`src/rtl/lme_pkg.sv`:
```
`default_nettype none

package lme_pkg;

  // Register port geometry
  localparam int unsigned ADDR_W = 16;
  localparam int unsigned DATA_W = 32;
  localparam int unsigned LANES  = 4;

  // Word addresses of the register slice
  localparam logic [15:0] TX_ERROR_FLAGS_ADDR      = 16'h0090;
  localparam logic [15:0] TX_ERROR_IRQ_ENABLE_ADDR = 16'h0091;
  localparam logic [15:0] RX_LINK_CONTROL_ADDR     = 16'h00c2;
  localparam logic [15:0] RX_ERROR_FLAGS_ADDR      = 16'h00d0;

  // Transmit flag and enable bit positions (same layout in both registers)
  localparam int unsigned TX_BURST_GAP_BIT  = 6;
  localparam int unsigned TX_ECC_FATAL_BIT  = 5;
  localparam int unsigned TX_ECC_CORR_BIT   = 4;
  localparam int unsigned TX_ADAPT_OVF_BIT  = 3;
  localparam int unsigned TX_ALIGN_LOST_BIT = 2;
  localparam int unsigned TX_PHY_UNF_BIT    = 1;
  localparam int unsigned TX_PHY_OVF_BIT    = 0;
  localparam int unsigned TX_W              = 7;

  // Receive control and flag positions
  localparam int unsigned RX_REINIT_BIT     = 0;
  localparam int unsigned RX_ALIGN_LOST_BIT = 6;
  localparam int unsigned RX_W              = 11;
  localparam logic [10:0] RX_FLAG_VALID     = 11'h77e;

  // Values after reset
  localparam logic [6:0]  TX_FLAGS_RST  = 7'h00;
  localparam logic [6:0]  TX_EN_RST     = 7'h48;
  localparam logic        REINIT_RST    = 1'b0;
  localparam logic [10:0] RX_FLAGS_RST  = 11'h000;

  // Minimum idle cycles between two bursts on the user side
  localparam logic [7:0]  BURST_GAP     = 8'h04;

  // Receive lane alignment states
  typedef enum logic [1:0] {
    LME_IDLE    = 2'b00,
    LME_SEEK    = 2'b01,
    LME_ALIGNED = 2'b10
  } lme_align_e;

endpackage : lme_pkg

`default_nettype wire

```
`src/rtl/lme_regs.sv`:
```
// Summary of operation
// - Any lane's rate-adaptation FIFO overflow sets transmit flag bit 3.
// - Loss of lane alignment on any transmit lane sets transmit flag bit 2.
// - Any lane's phase-compensation FIFO underflow sets transmit flag bit 1.
// - Any lane's phase-compensation FIFO overflow sets transmit flag bit 0.
// - Flags clear only by writing one; writing zero keeps them; reset clears all.
// - Enable bit 6 gates the burst-spacing interrupt, read-write, resets to one.
// - Enable bit 5 gates the double-bit memory error interrupt, resets to zero.
// - Enable bit 4 gates the single-bit memory error interrupt, resets to zero.
// - Enable bit 3 gates the adaptation FIFO overflow interrupt, resets to one.
// - Enable bit 2 gates the lane alignment loss interrupt, resets to zero.
// - Enable bit 1 gates the phase FIFO underflow interrupt, resets to zero.
// - Enable bit 0 gates the phase FIFO overflow interrupt, resets to zero.
// - Receive control bit 0 is read-write, resets zero, requests link re-initialization.
// - While restart is set, alignment machine sits idle, then aligns again.
// - Burst spacing below the minimum on the user input sets flag bit 6.
// - Uncorrected double-bit error sets bit 5; corrected single-bit error sets bit 4.
//
// The plain strobed port was decided locally.
`default_nettype none

module lme_regs (
  // Clock and reset
  input  wire logic                           sys_clk,
  input  wire logic                           resetn,
  // Register port
  input  wire logic [lme_pkg::ADDR_W-1:0]     addr,
  input  wire logic [lme_pkg::DATA_W-1:0]     wdata,
  input  wire logic                           wr,
  input  wire logic                           rd,
  output logic      [lme_pkg::DATA_W-1:0]     rdata,
  // Transmit lane events, one-cycle pulses already on sys_clk
  input  wire logic [lme_pkg::LANES-1:0]      tx_adapt_ovf,
  input  wire logic [lme_pkg::LANES-1:0]      tx_align_lost,
  input  wire logic [lme_pkg::LANES-1:0]      tx_phy_unf,
  input  wire logic [lme_pkg::LANES-1:0]      tx_phy_ovf,
  input  wire logic [lme_pkg::LANES-1:0]      tx_ecc_fatal,
  input  wire logic [lme_pkg::LANES-1:0]      tx_ecc_corr,
  // Transmit user-side burst framing
  input  wire logic                           tx_burst_start,
  input  wire logic                           tx_burst_end,
  // Receive side
  input  wire logic [lme_pkg::RX_W-1:0]       rx_err_evt,
  input  wire logic [lme_pkg::LANES-1:0]      rx_sync_seen,
  output logic                                rx_aligned,
  // Interrupt
  output logic                                irq
);
  import lme_pkg::*;

  typedef struct packed {
    logic [TX_W-1:0]   tx_flags;
    logic [TX_W-1:0]   tx_en;
    logic              reinit;
    logic [RX_W-1:0]   rx_flags;
    lme_align_e        st;
    logic [7:0]        gap_cnt;
    logic              gap_arm;
    logic [DATA_W-1:0] rdata;
    logic              irq;
    logic              aligned;
  } lme_state_s;

  lme_state_s s_reg;
  lme_state_s s_next;

  logic [TX_W-1:0] tx_evt;
  logic [RX_W-1:0] rx_evt;
  logic            gap_err;
  logic            rx_lost;
  logic            all_sync;
  logic            any_sync;

  // Consolidate per-lane events; any lane is enough to raise the flag
  assign all_sync = &rx_sync_seen;
  assign any_sync = |rx_sync_seen;
  // Spacing measured in idle cycles after the end of the previous burst
  assign gap_err  = tx_burst_start && s_reg.gap_arm && (s_reg.gap_cnt < BURST_GAP);
  // Markers not seen by every lane together mean one lane slipped
  assign rx_lost  = (s_reg.st == LME_ALIGNED) && any_sync && !all_sync;

  always_comb begin
    tx_evt                    = '0;
    tx_evt[TX_ADAPT_OVF_BIT]  = |tx_adapt_ovf;
    tx_evt[TX_ALIGN_LOST_BIT] = |tx_align_lost;
    tx_evt[TX_PHY_UNF_BIT]    = |tx_phy_unf;
    tx_evt[TX_PHY_OVF_BIT]    = |tx_phy_ovf;
    tx_evt[TX_ECC_FATAL_BIT]  = |tx_ecc_fatal;
    tx_evt[TX_ECC_CORR_BIT]   = |tx_ecc_corr;
    tx_evt[TX_BURST_GAP_BIT]  = gap_err;
    rx_evt                    = rx_err_evt & RX_FLAG_VALID;
    rx_evt[RX_ALIGN_LOST_BIT] = rx_evt[RX_ALIGN_LOST_BIT] | rx_lost;
  end

  // Next-state logic for the whole block
  always_comb begin
    s_next = s_reg;

    // Write-one-to-clear first, then events OR in so a set beats a clear
    if (wr && addr == TX_ERROR_FLAGS_ADDR) begin
      s_next.tx_flags = s_reg.tx_flags & ~wdata[TX_W-1:0];
    end
    s_next.tx_flags = s_next.tx_flags | tx_evt;
    if (wr && addr == RX_ERROR_FLAGS_ADDR) begin
      s_next.rx_flags = s_reg.rx_flags & ~(wdata[RX_W-1:0] & RX_FLAG_VALID);
    end
    s_next.rx_flags = s_next.rx_flags | rx_evt;

    // Plain read-write controls
    if (wr && addr == TX_ERROR_IRQ_ENABLE_ADDR) begin
      s_next.tx_en = wdata[TX_W-1:0];
    end
    if (wr && addr == RX_LINK_CONTROL_ADDR) begin
      s_next.reinit = wdata[RX_REINIT_BIT];
    end

    // Burst spacing monitor; counter saturates so long idles cost nothing
    if (tx_burst_end) begin
      s_next.gap_cnt = 8'h00;
      s_next.gap_arm = 1'b1;
    end else if (s_reg.gap_arm && s_reg.gap_cnt < BURST_GAP) begin
      s_next.gap_cnt = s_reg.gap_cnt + 8'h01;
    end
    if (tx_burst_start && !tx_burst_end) begin
      s_next.gap_arm = 1'b0;
    end

    // Receive lane alignment; a held restart pins it in idle
    if (s_reg.reinit) begin
      s_next.st = LME_IDLE;
    end else begin
      unique case (s_reg.st)
        LME_IDLE: begin
          s_next.st = LME_SEEK;
        end
        LME_SEEK: begin
          if (all_sync) begin
            s_next.st = LME_ALIGNED;
          end
        end
        LME_ALIGNED: begin
          if (rx_lost) begin
            s_next.st = LME_SEEK;
          end
        end
        default: begin
          s_next.st = LME_IDLE;
        end
      endcase
    end
    s_next.aligned = (s_next.st == LME_ALIGNED);

    // Read data stands only in the cycle after the strobe; unmapped reads zero
    s_next.rdata = '0;
    if (rd) begin
      unique case (addr)
        TX_ERROR_FLAGS_ADDR:      s_next.rdata = {{(DATA_W-TX_W){1'b0}}, s_reg.tx_flags};
        TX_ERROR_IRQ_ENABLE_ADDR: s_next.rdata = {{(DATA_W-TX_W){1'b0}}, s_reg.tx_en};
        RX_LINK_CONTROL_ADDR:     s_next.rdata = {{(DATA_W-1){1'b0}}, s_reg.reinit};
        RX_ERROR_FLAGS_ADDR:      s_next.rdata = {{(DATA_W-RX_W){1'b0}}, s_reg.rx_flags};
        default:                  s_next.rdata = '0;
      endcase
    end

    // Interrupt built from the next flags, so it rises in the same cycle as its flag
    s_next.irq = |(s_next.tx_flags & s_next.tx_en);
  end

  // State register
  always_ff @(posedge sys_clk or negedge resetn) begin
    if (!resetn) begin
      s_reg.tx_flags <= TX_FLAGS_RST;
      s_reg.tx_en    <= TX_EN_RST;
      s_reg.reinit   <= REINIT_RST;
      s_reg.rx_flags <= RX_FLAGS_RST;
      s_reg.st       <= LME_IDLE;
      s_reg.gap_cnt  <= 8'h00;
      s_reg.gap_arm  <= 1'b0;
      s_reg.rdata    <= '0;
      s_reg.irq      <= 1'b0;
      s_reg.aligned  <= 1'b0;
    end else begin
      s_reg <= s_next;
    end
  end

  // Outputs straight from the state register
  assign rdata      = s_reg.rdata;
  assign irq        = s_reg.irq;
  assign rx_aligned = s_reg.aligned;

  // Checks
  property p_adapt_set;
    @(posedge sys_clk) disable iff (!resetn)
      |tx_adapt_ovf |=> s_reg.tx_flags[TX_ADAPT_OVF_BIT];
  endproperty
  a_adapt_set: assert property (p_adapt_set) else $error("adapt overflow flag missed");

  property p_align_set;
    @(posedge sys_clk) disable iff (!resetn)
      |tx_align_lost |=> s_reg.tx_flags[TX_ALIGN_LOST_BIT];
  endproperty
  a_align_set: assert property (p_align_set) else $error("alignment lost flag missed");

  property p_unf_set;
    @(posedge sys_clk) disable iff (!resetn)
      |tx_phy_unf |=> s_reg.tx_flags[TX_PHY_UNF_BIT]
        ##1 (s_reg.tx_flags[TX_PHY_UNF_BIT] || $past(wr));
  endproperty
  a_unf_set: assert property (p_unf_set) else $error("phase fifo underflow flag missed");

  property p_ovf_set;
    @(posedge sys_clk) disable iff (!resetn)
      |tx_phy_ovf |=> s_reg.tx_flags[TX_PHY_OVF_BIT];
  endproperty
  a_ovf_set: assert property (p_ovf_set) else $error("phase fifo overflow flag missed");

  property p_w1c;
    @(posedge sys_clk) disable iff (!resetn)
      (wr && addr == TX_ERROR_FLAGS_ADDR && tx_evt == '0)
        |=> s_reg.tx_flags == ($past(s_reg.tx_flags) & ~$past(wdata[TX_W-1:0]));
  endproperty
  a_w1c: assert property (p_w1c) else $error("write-one-to-clear wrong");

  property p_sticky;
    @(posedge sys_clk) disable iff (!resetn)
      !(wr && addr == TX_ERROR_FLAGS_ADDR) |=> (s_reg.tx_flags & $past(s_reg.tx_flags))
        == $past(s_reg.tx_flags);
  endproperty
  a_sticky: assert property (p_sticky) else $error("flag dropped without a clear");

  property p_set_wins;
    @(posedge sys_clk) disable iff (!resetn)
      (wr && addr == TX_ERROR_FLAGS_ADDR && wdata[TX_PHY_OVF_BIT] && |tx_phy_ovf)
        |=> s_reg.tx_flags[TX_PHY_OVF_BIT];
  endproperty
  a_set_wins: assert property (p_set_wins) else $error("clear beat a new event");

  property p_en_write;
    @(posedge sys_clk) disable iff (!resetn)
      (wr && addr == TX_ERROR_IRQ_ENABLE_ADDR) |=> s_reg.tx_en == $past(wdata[TX_W-1:0]);
  endproperty
  a_en_write: assert property (p_en_write) else $error("enable write not stored");

  property p_irq;
    @(posedge sys_clk) disable iff (!resetn)
      ##1 (irq == |(s_reg.tx_flags & s_reg.tx_en));
  endproperty
  a_irq: assert property (p_irq) else $error("interrupt disagrees with flags");

  property p_reinit_idle;
    @(posedge sys_clk) disable iff (!resetn)
      s_reg.reinit |=> s_reg.st == LME_IDLE && !rx_aligned
        ##1 (s_reg.reinit || s_reg.st != LME_ALIGNED);
  endproperty
  a_reinit_idle: assert property (p_reinit_idle) else $error("restart did not idle");

  property p_reinit_restart;
    @(posedge sys_clk) disable iff (!resetn)
      ($fell(s_reg.reinit) && s_reg.st == LME_IDLE) |=> s_reg.st == LME_SEEK;
  endproperty
  a_reinit_restart: assert property (p_reinit_restart) else $error("no alignment restart");

  property p_gap;
    @(posedge sys_clk) disable iff (!resetn)
      (tx_burst_end ##1 tx_burst_start) |=> s_reg.tx_flags[TX_BURST_GAP_BIT];
  endproperty
  a_gap: assert property (p_gap) else $error("short burst gap missed");

  property p_ecc;
    @(posedge sys_clk) disable iff (!resetn)
      |tx_ecc_fatal |=> s_reg.tx_flags[TX_ECC_FATAL_BIT];
  endproperty
  a_ecc: assert property (p_ecc) else $error("double-bit error flag missed");

  property p_corr;
    @(posedge sys_clk) disable iff (!resetn)
      |tx_ecc_corr |=> s_reg.tx_flags[TX_ECC_CORR_BIT];
  endproperty
  a_corr: assert property (p_corr) else $error("single-bit error flag missed");

  // Each enable bit alone is enough to raise the interrupt for its flag
  property p_gate_gap;
    @(posedge sys_clk) disable iff (!resetn)
      (s_reg.tx_flags[TX_BURST_GAP_BIT] && s_reg.tx_en[TX_BURST_GAP_BIT]) |-> irq;
  endproperty
  a_gate_gap: assert property (p_gate_gap) else $error("burst gap interrupt missing");

  property p_gate_fatal;
    @(posedge sys_clk) disable iff (!resetn)
      (s_reg.tx_flags[TX_ECC_FATAL_BIT] && s_reg.tx_en[TX_ECC_FATAL_BIT]) |-> irq;
  endproperty
  a_gate_fatal: assert property (p_gate_fatal) else $error("double-bit interrupt missing");

  property p_gate_corr;
    @(posedge sys_clk) disable iff (!resetn)
      (s_reg.tx_flags[TX_ECC_CORR_BIT] && s_reg.tx_en[TX_ECC_CORR_BIT]) |-> irq;
  endproperty
  a_gate_corr: assert property (p_gate_corr) else $error("single-bit interrupt missing");

  property p_gate_adapt;
    @(posedge sys_clk) disable iff (!resetn)
      (s_reg.tx_flags[TX_ADAPT_OVF_BIT] && s_reg.tx_en[TX_ADAPT_OVF_BIT]) |-> irq;
  endproperty
  a_gate_adapt: assert property (p_gate_adapt) else $error("adapt interrupt missing");

  property p_gate_align;
    @(posedge sys_clk) disable iff (!resetn)
      (s_reg.tx_flags[TX_ALIGN_LOST_BIT] && s_reg.tx_en[TX_ALIGN_LOST_BIT]) |-> irq;
  endproperty
  a_gate_align: assert property (p_gate_align) else $error("align interrupt missing");

  property p_gate_unf;
    @(posedge sys_clk) disable iff (!resetn)
      (s_reg.tx_flags[TX_PHY_UNF_BIT] && s_reg.tx_en[TX_PHY_UNF_BIT]) |-> irq;
  endproperty
  a_gate_unf: assert property (p_gate_unf) else $error("underflow interrupt missing");

  property p_gate_ovf;
    @(posedge sys_clk) disable iff (!resetn)
      (s_reg.tx_flags[TX_PHY_OVF_BIT] && s_reg.tx_en[TX_PHY_OVF_BIT]) |-> irq;
  endproperty
  a_gate_ovf: assert property (p_gate_ovf) else $error("overflow interrupt missing");

  // Values seen at the first edge after reset is released
  property p_rst_vals;
    @(posedge sys_clk) disable iff (!resetn)
      $rose(resetn) |-> s_reg.tx_flags == TX_FLAGS_RST && s_reg.tx_en == TX_EN_RST
        && s_reg.reinit == REINIT_RST && rdata == '0 && !irq;
  endproperty
  a_rst_vals: assert property (p_rst_vals) else $error("values after reset wrong");

  property p_rx_w1c;
    @(posedge sys_clk) disable iff (!resetn)
      (wr && addr == RX_ERROR_FLAGS_ADDR && rx_evt == '0)
        |=> s_reg.rx_flags == ($past(s_reg.rx_flags) & ~($past(wdata[RX_W-1:0]) & RX_FLAG_VALID));
  endproperty
  a_rx_w1c: assert property (p_rx_w1c) else $error("receive flag clear wrong");

  property p_reinit_wr;
    @(posedge sys_clk) disable iff (!resetn)
      (wr && addr == RX_LINK_CONTROL_ADDR) |=> s_reg.reinit == $past(wdata[RX_REINIT_BIT]);
  endproperty
  a_reinit_wr: assert property (p_reinit_wr) else $error("restart bit not stored");

  // Read data carry the register as it stood at the strobe
  property p_reinit_rd;
    @(posedge sys_clk) disable iff (!resetn)
      (rd && addr == RX_LINK_CONTROL_ADDR)
        |=> rdata == {{(DATA_W-1){1'b0}}, $past(s_reg.reinit)};
  endproperty
  a_reinit_rd: assert property (p_reinit_rd) else $error("restart bit read wrong");

  property p_flags_rd;
    @(posedge sys_clk) disable iff (!resetn)
      (rd && addr == TX_ERROR_FLAGS_ADDR)
        |=> rdata == {{(DATA_W-TX_W){1'b0}}, $past(s_reg.tx_flags)};
  endproperty
  a_flags_rd: assert property (p_flags_rd) else $error("flag read wrong");

  property p_en_rd;
    @(posedge sys_clk) disable iff (!resetn)
      (rd && addr == TX_ERROR_IRQ_ENABLE_ADDR)
        |=> rdata == {{(DATA_W-TX_W){1'b0}}, $past(s_reg.tx_en)};
  endproperty
  a_en_rd: assert property (p_en_rd) else $error("enable read wrong");

  c_irq_rise: cover property (@(posedge sys_clk) disable iff (!resetn) $rose(irq));
  c_aligned:  cover property (@(posedge sys_clk) disable iff (!resetn) $rose(rx_aligned));
  c_set_clr:  cover property (@(posedge sys_clk) disable iff (!resetn)
    wr && addr == TX_ERROR_FLAGS_ADDR && |(wdata[TX_W-1:0] & tx_evt));
  c_gap_err:  cover property (@(posedge sys_clk) disable iff (!resetn) gap_err);
  c_rx_lost:  cover property (@(posedge sys_clk) disable iff (!resetn) rx_lost);

endmodule : lme_regs

`default_nettype wire

```
`config.mk`:
```
export PLATFORM = sky130hd
export DESIGN_NAME = lme_regs
export DESIGN_NICKNAME = d
export VERILOG_FILES = /design/src/rtl/lme_pkg.sv /design/src/rtl/lme_regs.sv
export SDC_FILE = /design/constraint.sdc
export NUM_CORES = 1
export LEC_CHECK = 0
export BUFFER_PORTS_ARGS = -buffer_cell sky130_fd_sc_hd__buf_2
export CAP_MARGIN = 20
export CORE_AREA = 2 2 100 73
export CTS_CLUSTER_SIZE = 14
export DETAILED_ROUTE_END_ITERATION = 8
export DIE_AREA = 0 0 102 75
export PLACE_DENSITY = 0.68
export SLEW_MARGIN = 5
export SYNTH_ARGS = -nofsm -noshare
export SYNTH_HDL_FRONTEND = slang
export SYNTH_SLANG_ARGS = --single-unit
export TNS_END_PERCENT = 10
```
`constraint.sdc`:
```
create_clock -name sys_clk -period 2.6 [get_ports sys_clk]
set_clock_uncertainty 0.05 [all_clocks]
set_input_delay 0.13 -clock sys_clk [delete_from_list [all_inputs] [get_ports sys_clk]]
set_output_delay 0.13 -clock sys_clk [all_outputs]
set_load 0.01 [all_outputs]
```
==> flow_metrics.py, run 1 <==
metrics = {
    "critical_path": {
        "cp_cell_sequence": "or4b_2 -> nor4_1 -> buf_4 -> nand2_1 -> nand2_1 -> a222oi_1 -> nand3_1",
        "cp.required_ns": 2.78,
        "start_kind": "flop",
        "criticalPathCategory": "reg -> reg",
        "r2r_start": "s_reg[37]$_DFFE_PN0P_",
        "endpoint_kind": "flop",
        "slowest_delay_ns": 0.67,
        "crit_arrival_ns": 2.04,
        "path_max_fanout": 4,
        "crit_family": "simple AND/OR/NAND/NOR gates",
        "slowest_stage": "or4b_2",
        "timing.critical_path.mode_cell": "nand2_1",
        "crit_buf_inv": 1,
        "worstSetupStartpoint": "s_reg[37]$_DFFE_PN0P_",
    },
    "placed_design": {
        "place.port_buffers": 80,
        "placed_cells": 379,
        "dp_hpwl_um": 3630,
        "place.gp.congestion": 0.753,
    },
    "final_layout": {
        "final_cells": 398,
        "syn_to_final_growth_pct": 24.8,
        "largest_reg_flops": 35,
        "final_layout_size_suffix_gt1_frac": 0.352,
        "fin_nets": 397,
        "n_antenna_cell": 0,
    },
    "clock_network": {
        "cts_root_buf": "clkbuf_8",
        "clk_pin_slew_ns": 0.08,
        "cts.sinks": 47,
        "cts_made_buffers": 5,
        "cts.path.max_buffers": 2,
        "cts_tree": "done",
        "insertion_delay_ns": 0.29,
        "cts_max_level": 2,
    },
    "logic_synthesis": {
        "ys_ff_latch": 47,
        "synthTopCellsByCount": "dfrtp_1, buf_4, nand2_1",
        "synth_area_per_cell_um2": 10.6,
        "synth.distinct_cells": 38,
        "syn_inst": 215,
        "synthTopCellsByArea": "dfrtp_1, buf_4, nand2_1",
        "ys.warnings.count": 0,
        "yosys.cell_count.top_type": "dfrtp_1",
        "netlist_area_mm2": 0.00228,
        "netlist.area_leader.share": 0.493,
        "synth_edf_count": 0,
        "async_flop_share": 1.00,
        "yosysTopAreaCell": "dfrtp_1",
        "yosysSeqAreaShare": 0.516,
        "synth_ff_type": "dfrtp_1",
    },
    "sta": {
        "max_clock_freq_ghz": 0.536,
        "finalCritPeriodShare": 0.717,
        "setup-tns-final_ns": 0,
        "setup_viol": 0,
        "rsz0062_at_grt": "false",
        "relSlewSlack": 0.624,
        "hold_violations": 0,
        "period_needed_ns": 1.86,
        "slew_violations": 0,
        "worst_pin_slew_ns": 0.562,
    },
    "flow_run": {
        "cap_violations": 0,
    },
    "global_routing": {
        "grt_overflow": 0,
        "antenna_found_initial": 0,
        "grt_pass1_vias": 1641,
        "track_usage": 0.129,
        "grt_max_degree": 35,
        "grt_pass1_wl_um": 7580,
    },
    "power": {
        "power_mw": 1.34,
        "powerDensity_mw_per_mm2": 469,
        "p_leak_nw": 1.39,
        "ir_worst_vdd_uv": 200,
    },
    "route": {
        "post_drt_wl_per_cell_um": 12.1,
        "via_per_inst": 4.39,
        "routed_wl_um": 4830,
        "vias": 1746,
        "ant_nets": 0,
        "drcViolationCount": 0,
        "detail_route.first_pass.iterations": 5,
        "drt_iter0_drc": 85,
    },
    "status": {
        "status": "finished, final reports clean",
    },
    "die": {
        "fp.dieArea_mm2": 0.00765,
        "io_pins": 127,
        "die_x_um": 102,
        "coreArea_mm2": 0.00663,
        "rows": 25,
        "start_util": 0.344,
        "fp.dieH_um": 75,
    },
    "worst_hold_path": {
        "hp-start": "tx_ecc_corr[1]",
        "hp-class": "in -> reg",
    },
}
worst reg2reg max path, cell delays in order, from the launching register on:
cell and delay (ns):
dfrtp_1 0.39, or4b_2 0.67, nor4_1 0.18, buf_4 0.18
nand2_1 0.06, nand2_1 0.09, a222oi_1 0.09, nand3_1 0.10
what timing repair did:
| action | 4_1_cts | 5_1_grt |
|---|---|---|
| gates resized for setup | 0 | 0 |
| setup buffers | 0 | 0 |
| hold buffers | 11 | 0 |
| hold endpoints to repair | 23 | 0 |
power by group:
group          internal [mW]  switching, mW  leakage (nW)
clock network          0.215          0.230        0.0482
logic                 0.0726         0.0766         0.782
registers              0.739        0.00522         0.556
total                   1.03          0.311          1.39
final cells by class:
type	count	area [µm²]
sequential	47	1180
multi-input combinational	151	906
fill	677	3780
tap	94	118
clock buffer	7	86.3
timing repair buffer	96	548
inverter	2	7.51
clock inverter	1	5.00
worst paths after layout:
| path | end | slack, ns | cells after the start |
|---|---|---|---|
| max | irq$_DFF_PN0_ | 0.74 | 7 |
| min | s_reg[68]$_DFF_PN0_ | 0.008 | 3 |
| max reg2reg | irq$_DFF_PN0_ | 0.74 | 7 |
| min reg2reg | s_reg[53]$_DFF_PN0_ | 0.43 | 1 |
| max in group asynchronous | s_reg[63]$_DFF_PN1_ | 1.53 | 3 |
| min in group asynchronous | s_reg[68]$_DFF_PN0_ | 0.20 | 2 |
cell usage in the layout, fill, tap and decap left out, types with 2 or more instances in the layout:
cell and count:
mux2i_1 8, dfstp_2 2, a22oi_1 2, nand2_1 27
o21ai_0 7, buf_2 80, inv_1 2, buf_4 5
a21o_1 9, a21oi_1 8, nor2b_1 13, dlygate4sd3_1 11
clkbuf_8 6, dfrtp_1 45, nand4_1 2, conb_1 22
nor2_1 13, and3_1 3, mux2_2 8, nor4_1 9
nor3_1 2
logic make-up (layout without fill, tap and decap cells):
group,after synthesis,after routing,synth area share
simple gates,81,81,0.193
compound gates,30,30,0.0838
other cells,1,22,0.00164
buf+inv,38,106,0.122
flops,47,47,0.516
xor+xnor,1,1,0.00384
mux,16,16,0.0745
fa+ha+maj,1,1,0.00548
through the flow:
stage	hold WS (ns)	worst slack, ns	util	area [µm²]
after floorplan	-0.216	0.590	-	2360
after global placement	-0.00944	0.461	0.399	2650
after detailed placement	-0.00558	0.484	0.399	2650
after CTS	0.00146	0.722	0.430	2850
after global routing	0.00660	0.626	0.430	2850
final	0.00817	0.735	0.430	2850
metal layers:
metal  GRT usage  vias up  share of wire
li1            -      869              -
met1       0.182      811           0.49
met2       0.202       64           0.45
met3      0.0269        2          0.056
met4      0.0400        0         0.0062
met5           0        -              0
(Power assumes the default switching activity.)
==> run 2, diff against run 1 <==
--- a/config.mk
+++ b/config.mk
@@ -5,13 +5,14 @@
 export SDC_FILE = /design/constraint.sdc
 export NUM_CORES = 1
 export LEC_CHECK = 0
+export ABC_AREA = 1
 export BUFFER_PORTS_ARGS = -buffer_cell sky130_fd_sc_hd__buf_2
 export CAP_MARGIN = 20
-export CORE_AREA = 2 2 100 73
+export CORE_AREA = 2 2 104 76
 export CTS_CLUSTER_SIZE = 14
 export DETAILED_ROUTE_END_ITERATION = 8
-export DIE_AREA = 0 0 102 75
-export PLACE_DENSITY = 0.68
+export DIE_AREA = 0 0 106 78
+export PLACE_DENSITY = 0.67
 export SLEW_MARGIN = 5
 export SYNTH_ARGS = -nofsm -noshare
 export SYNTH_HDL_FRONTEND = slang
==> constraint.sdc (replaced) <==
create_clock -name sys_clk -period 1.79 [get_ports sys_clk]
set_clock_uncertainty 0.05 [all_clocks]
set_input_delay 0.0895 -clock sys_clk [delete_from_list [all_inputs] [get_ports sys_clk]]
set_output_delay 0.0895 -clock sys_clk [all_outputs]
set_load 0.01 [all_outputs]
==> flow_metrics.py, run 2 <==
metrics = {
    "sta": {
        "worst_pin_slew_ns": 0.572,
        "relSlewSlack": 0.619,
        "hold_violations": 0,
        "finalCritPeriodShare": 1.01,
        "setup_viol": 1,
        "period_needed_ns": 1.81,
        "max_clock_freq_ghz": 0.551,
        "slew_violations": 0,
        "layout_setup_ws_ns": -0.0241,
    },
    "logic_synthesis": {
        "synthTopCellsByCount": "nand2_1, dfrtp_1, buf_4, inv_1, nor2_1",
        "synth_area_per_cell_um2": 8.44,
        "ys_ff_latch": 47,
        "synthMuxAreaShare": 0,
        "yosysSeqAreaShare": 0.480,
        "syn_inst": 291,
        "synthXorXnorAreaFrac": 0.00356,
        "synth.distinct_cells": 32,
        "synth-adder-area-share": 0.00509,
        "synthTopCellsByArea": "dfrtp_1, buf_4, nand2_1",
        "ys.warnings.count": 0,
        "synth_ff_type": "dfrtp_1",
        "yosys.area_share.simple": 0.262,
        "yosys.cell_count.top_type": "nand2_1",
        "netlist_area_mm2": 0.00246,
        "netlist.area_leader.share": 0.458,
        "synth_edf_count": 0,
        "yosysTopAreaCell": "dfrtp_1",
        "synth_top_family_by_area": "simple AND/OR/NAND/NOR gates",
        "async_flop_share": 1.00,
        "synth_compound_area_frac": 0.0845,
    },
    "die": {
        "io_pins": 127,
        "fp.dieH_um": 78,
        "coreArea_mm2": 0.00719,
        "fp.dieArea_mm2": 0.00827,
        "start_util": 0.342,
        "die_x_um": 106,
        "rows": 26,
    },
    "global_routing": {
        "grt_pass1_vias": 2000,
        "track_usage": 0.143,
        "grt_overflow": 0,
        "antenna_found_initial": 0,
        "grt_max_degree": 25,
        "grt_pass1_wl_um": 9200,
    },
    "final_layout": {
        "final_layout_size_suffix_gt1_frac": 0.297,
        "multi_input_area_um2": 967,
        "fin_nets": 484,
        "syn_to_final_growth_pct": 29.2,
        "post-route-cell-area_mm2": 0.00317,
        "final_common_cell": "buf_2",
        "final_cell_mix": "buf_2, nand2_1, dfrtp_1, inv_1, nor2_1",
        "seqCellArea_mm2": 0.00118,
        "n_antenna_cell": 0,
        "largest_reg_flops": 35,
        "fillers": 709,
    },
    "critical_path": {
        "start_kind": "primary input",
        "crit_arrival_ns": 1.95,
        "slowest_delay_ns": 0.62,
        "slowest_stage": "dlygate4sd3_1",
        "criticalPathCategory": "in -> reg",
        "cp_cell_sequence": "dlygate4sd3_1 -> buf_2 -> nor4_2 -> dlygate4sd3_1 -> nand2_1 -> nand2_1 -> nand2_1 -> nor2_1 -> nand2_1",
        "crit_family": "buffers and inverters",
        "timing.critical_path.mode_cell": "nand2_1",
        "crit_buf_inv": 3,
        "cp.required_ns": 1.93,
        "path_max_fanout": 2,
        "endpoint_kind": "flop",
    },
    "route": {
        "ant_nets": 0,
        "via_per_inst": 4.42,
        "drt_iter0_drc": 104,
        "post_drt_wl_per_cell_um": 12.1,
        "detail_route.first_pass.iterations": 5,
        "routed_wl_um": 5900,
        "vias": 2160,
        "drcViolationCount": 0,
    },
    "power": {
        "power_mw": 2.07,
        "powerDensity_mw_per_mm2": 653,
        "p_sw_mw": 0.531,
        "power.clock.fraction": 0.329,
        "swShare": 0.256,
        "p_leak_nw": 1.60,
        "ir_worst_vdd_uv": 272,
        "p_comb_frac": 0.136,
        "p_int_mw": 1.54,
        "seq_power_share": 0.535,
    },
    "placed_design": {
        "placedInstanceArea_mm2": 0.00282,
        "place.gp.congestion": 0.811,
        "dp_hpwl_um": 4290,
        "dp_slack_ns": 0.198,
        "place.port_buffers": 80,
    },
    "clock_network": {
        "cts_made_buffers": 5,
        "cts.sinks": 47,
        "cts.path.max_buffers": 2,
        "clk_pin_slew_ns": 0.08,
        "cts_max_level": 2,
        "cts_root_buf": "clkbuf_8",
        "cts_tree": "done",
        "cts_setup_buffers": 0,
        "insertion_delay_ns": 0.30,
    },
    "worst_hold_path": {
        "hp-class": "in -> reg",
    },
    "status": {
        "status": "finished with violations",
        "violations": "setup timing",
    },
    "flow_run": {
        "cap_violations": 0,
    },
}
## run 2: final timing paths
kind                                    endpoint                start  slack (ns)  cells past startpoint
min reg2reg                  s_reg[43]$_DFF_PN0_  s_reg[44]$_DFF_PN0_        0.41                      1
max reg2reg                  s_reg[69]$_DFF_PN0_  s_reg[69]$_DFF_PN0_        0.52                      3
max                                irq$_DFF_PN0_       tx_ecc_corr[2]       -0.02                      9
min in group asynchronous    s_reg[70]$_DFF_PN0_               resetn        0.28                      2
max in group asynchronous    s_reg[60]$_DFF_PN1_               resetn        0.82                      3
min                        s_reg[39]$_DFFE_PN0P_         tx_burst_end        0.01                      2
## run 2: stage by stage
step	util	cells	TNS, ns	hold WS [ns]
finish	0.442	489	-0.0241	0.00980
global route	0.442	489	-0.0565	0.0245
CTS	0.440	489	0	0.00119
detailed placement	0.393	457	0	0.0699
global placement	0.393	457	0	0.0711
floorplan	-	312	0	-0.256
## run 2: layout make-up
cell class,instances,area share
repair buffers,107,0.213
flip-flops and latches,47,0.371
multi-input cells,194,0.305
well taps,98,0.0386
clock buffers,6,0.0260
inverters,35,0.0414
clock inverters,2,0.00512
## run 2: repair_timing
item,in CTS,in global routing
hold buffers,24,0
setup endpoints to repair,0,1
hold endpoints to repair,39,0
gates resized for setup,0,2
## run 2: power groups by stage
stage               registers (mW)  logic [mW]  clock network [mW]
CTS                           1.11       0.281               0.703
detailed placement            1.13       0.247                   0
global placement              1.13       0.240                   0
global route                  1.11       0.320               0.736
floorplan                     1.13       0.147                   0
finish                        1.11       0.283               0.681
## run 2: cell families (layout without fill, tap and decap cells)
kind of cell	count (synthesis)	in the layout
xor+xnor	1	1
other cells	1	22
simple gates	137	137
compound gates	33	33
buf+inv	71	150
flops	47	47
fa+ha+maj	1	1
## run 2: metal layers
metal  GRT usage  vias up  wire length (µm)
met1       0.184      979              2650
met3      0.0328       14               377
met2       0.234       83              2750
met4      0.0553        0               124
met5           0        -                 0
li1            -     1084                 -
## run 2: worst reg2reg max path, stage by stage (launching register included)
cell and delay [ns]:
dfrtp_1 0.40, nand2_1 0.07, nand2_1 0.06, dlygate4sd3_1 0.58
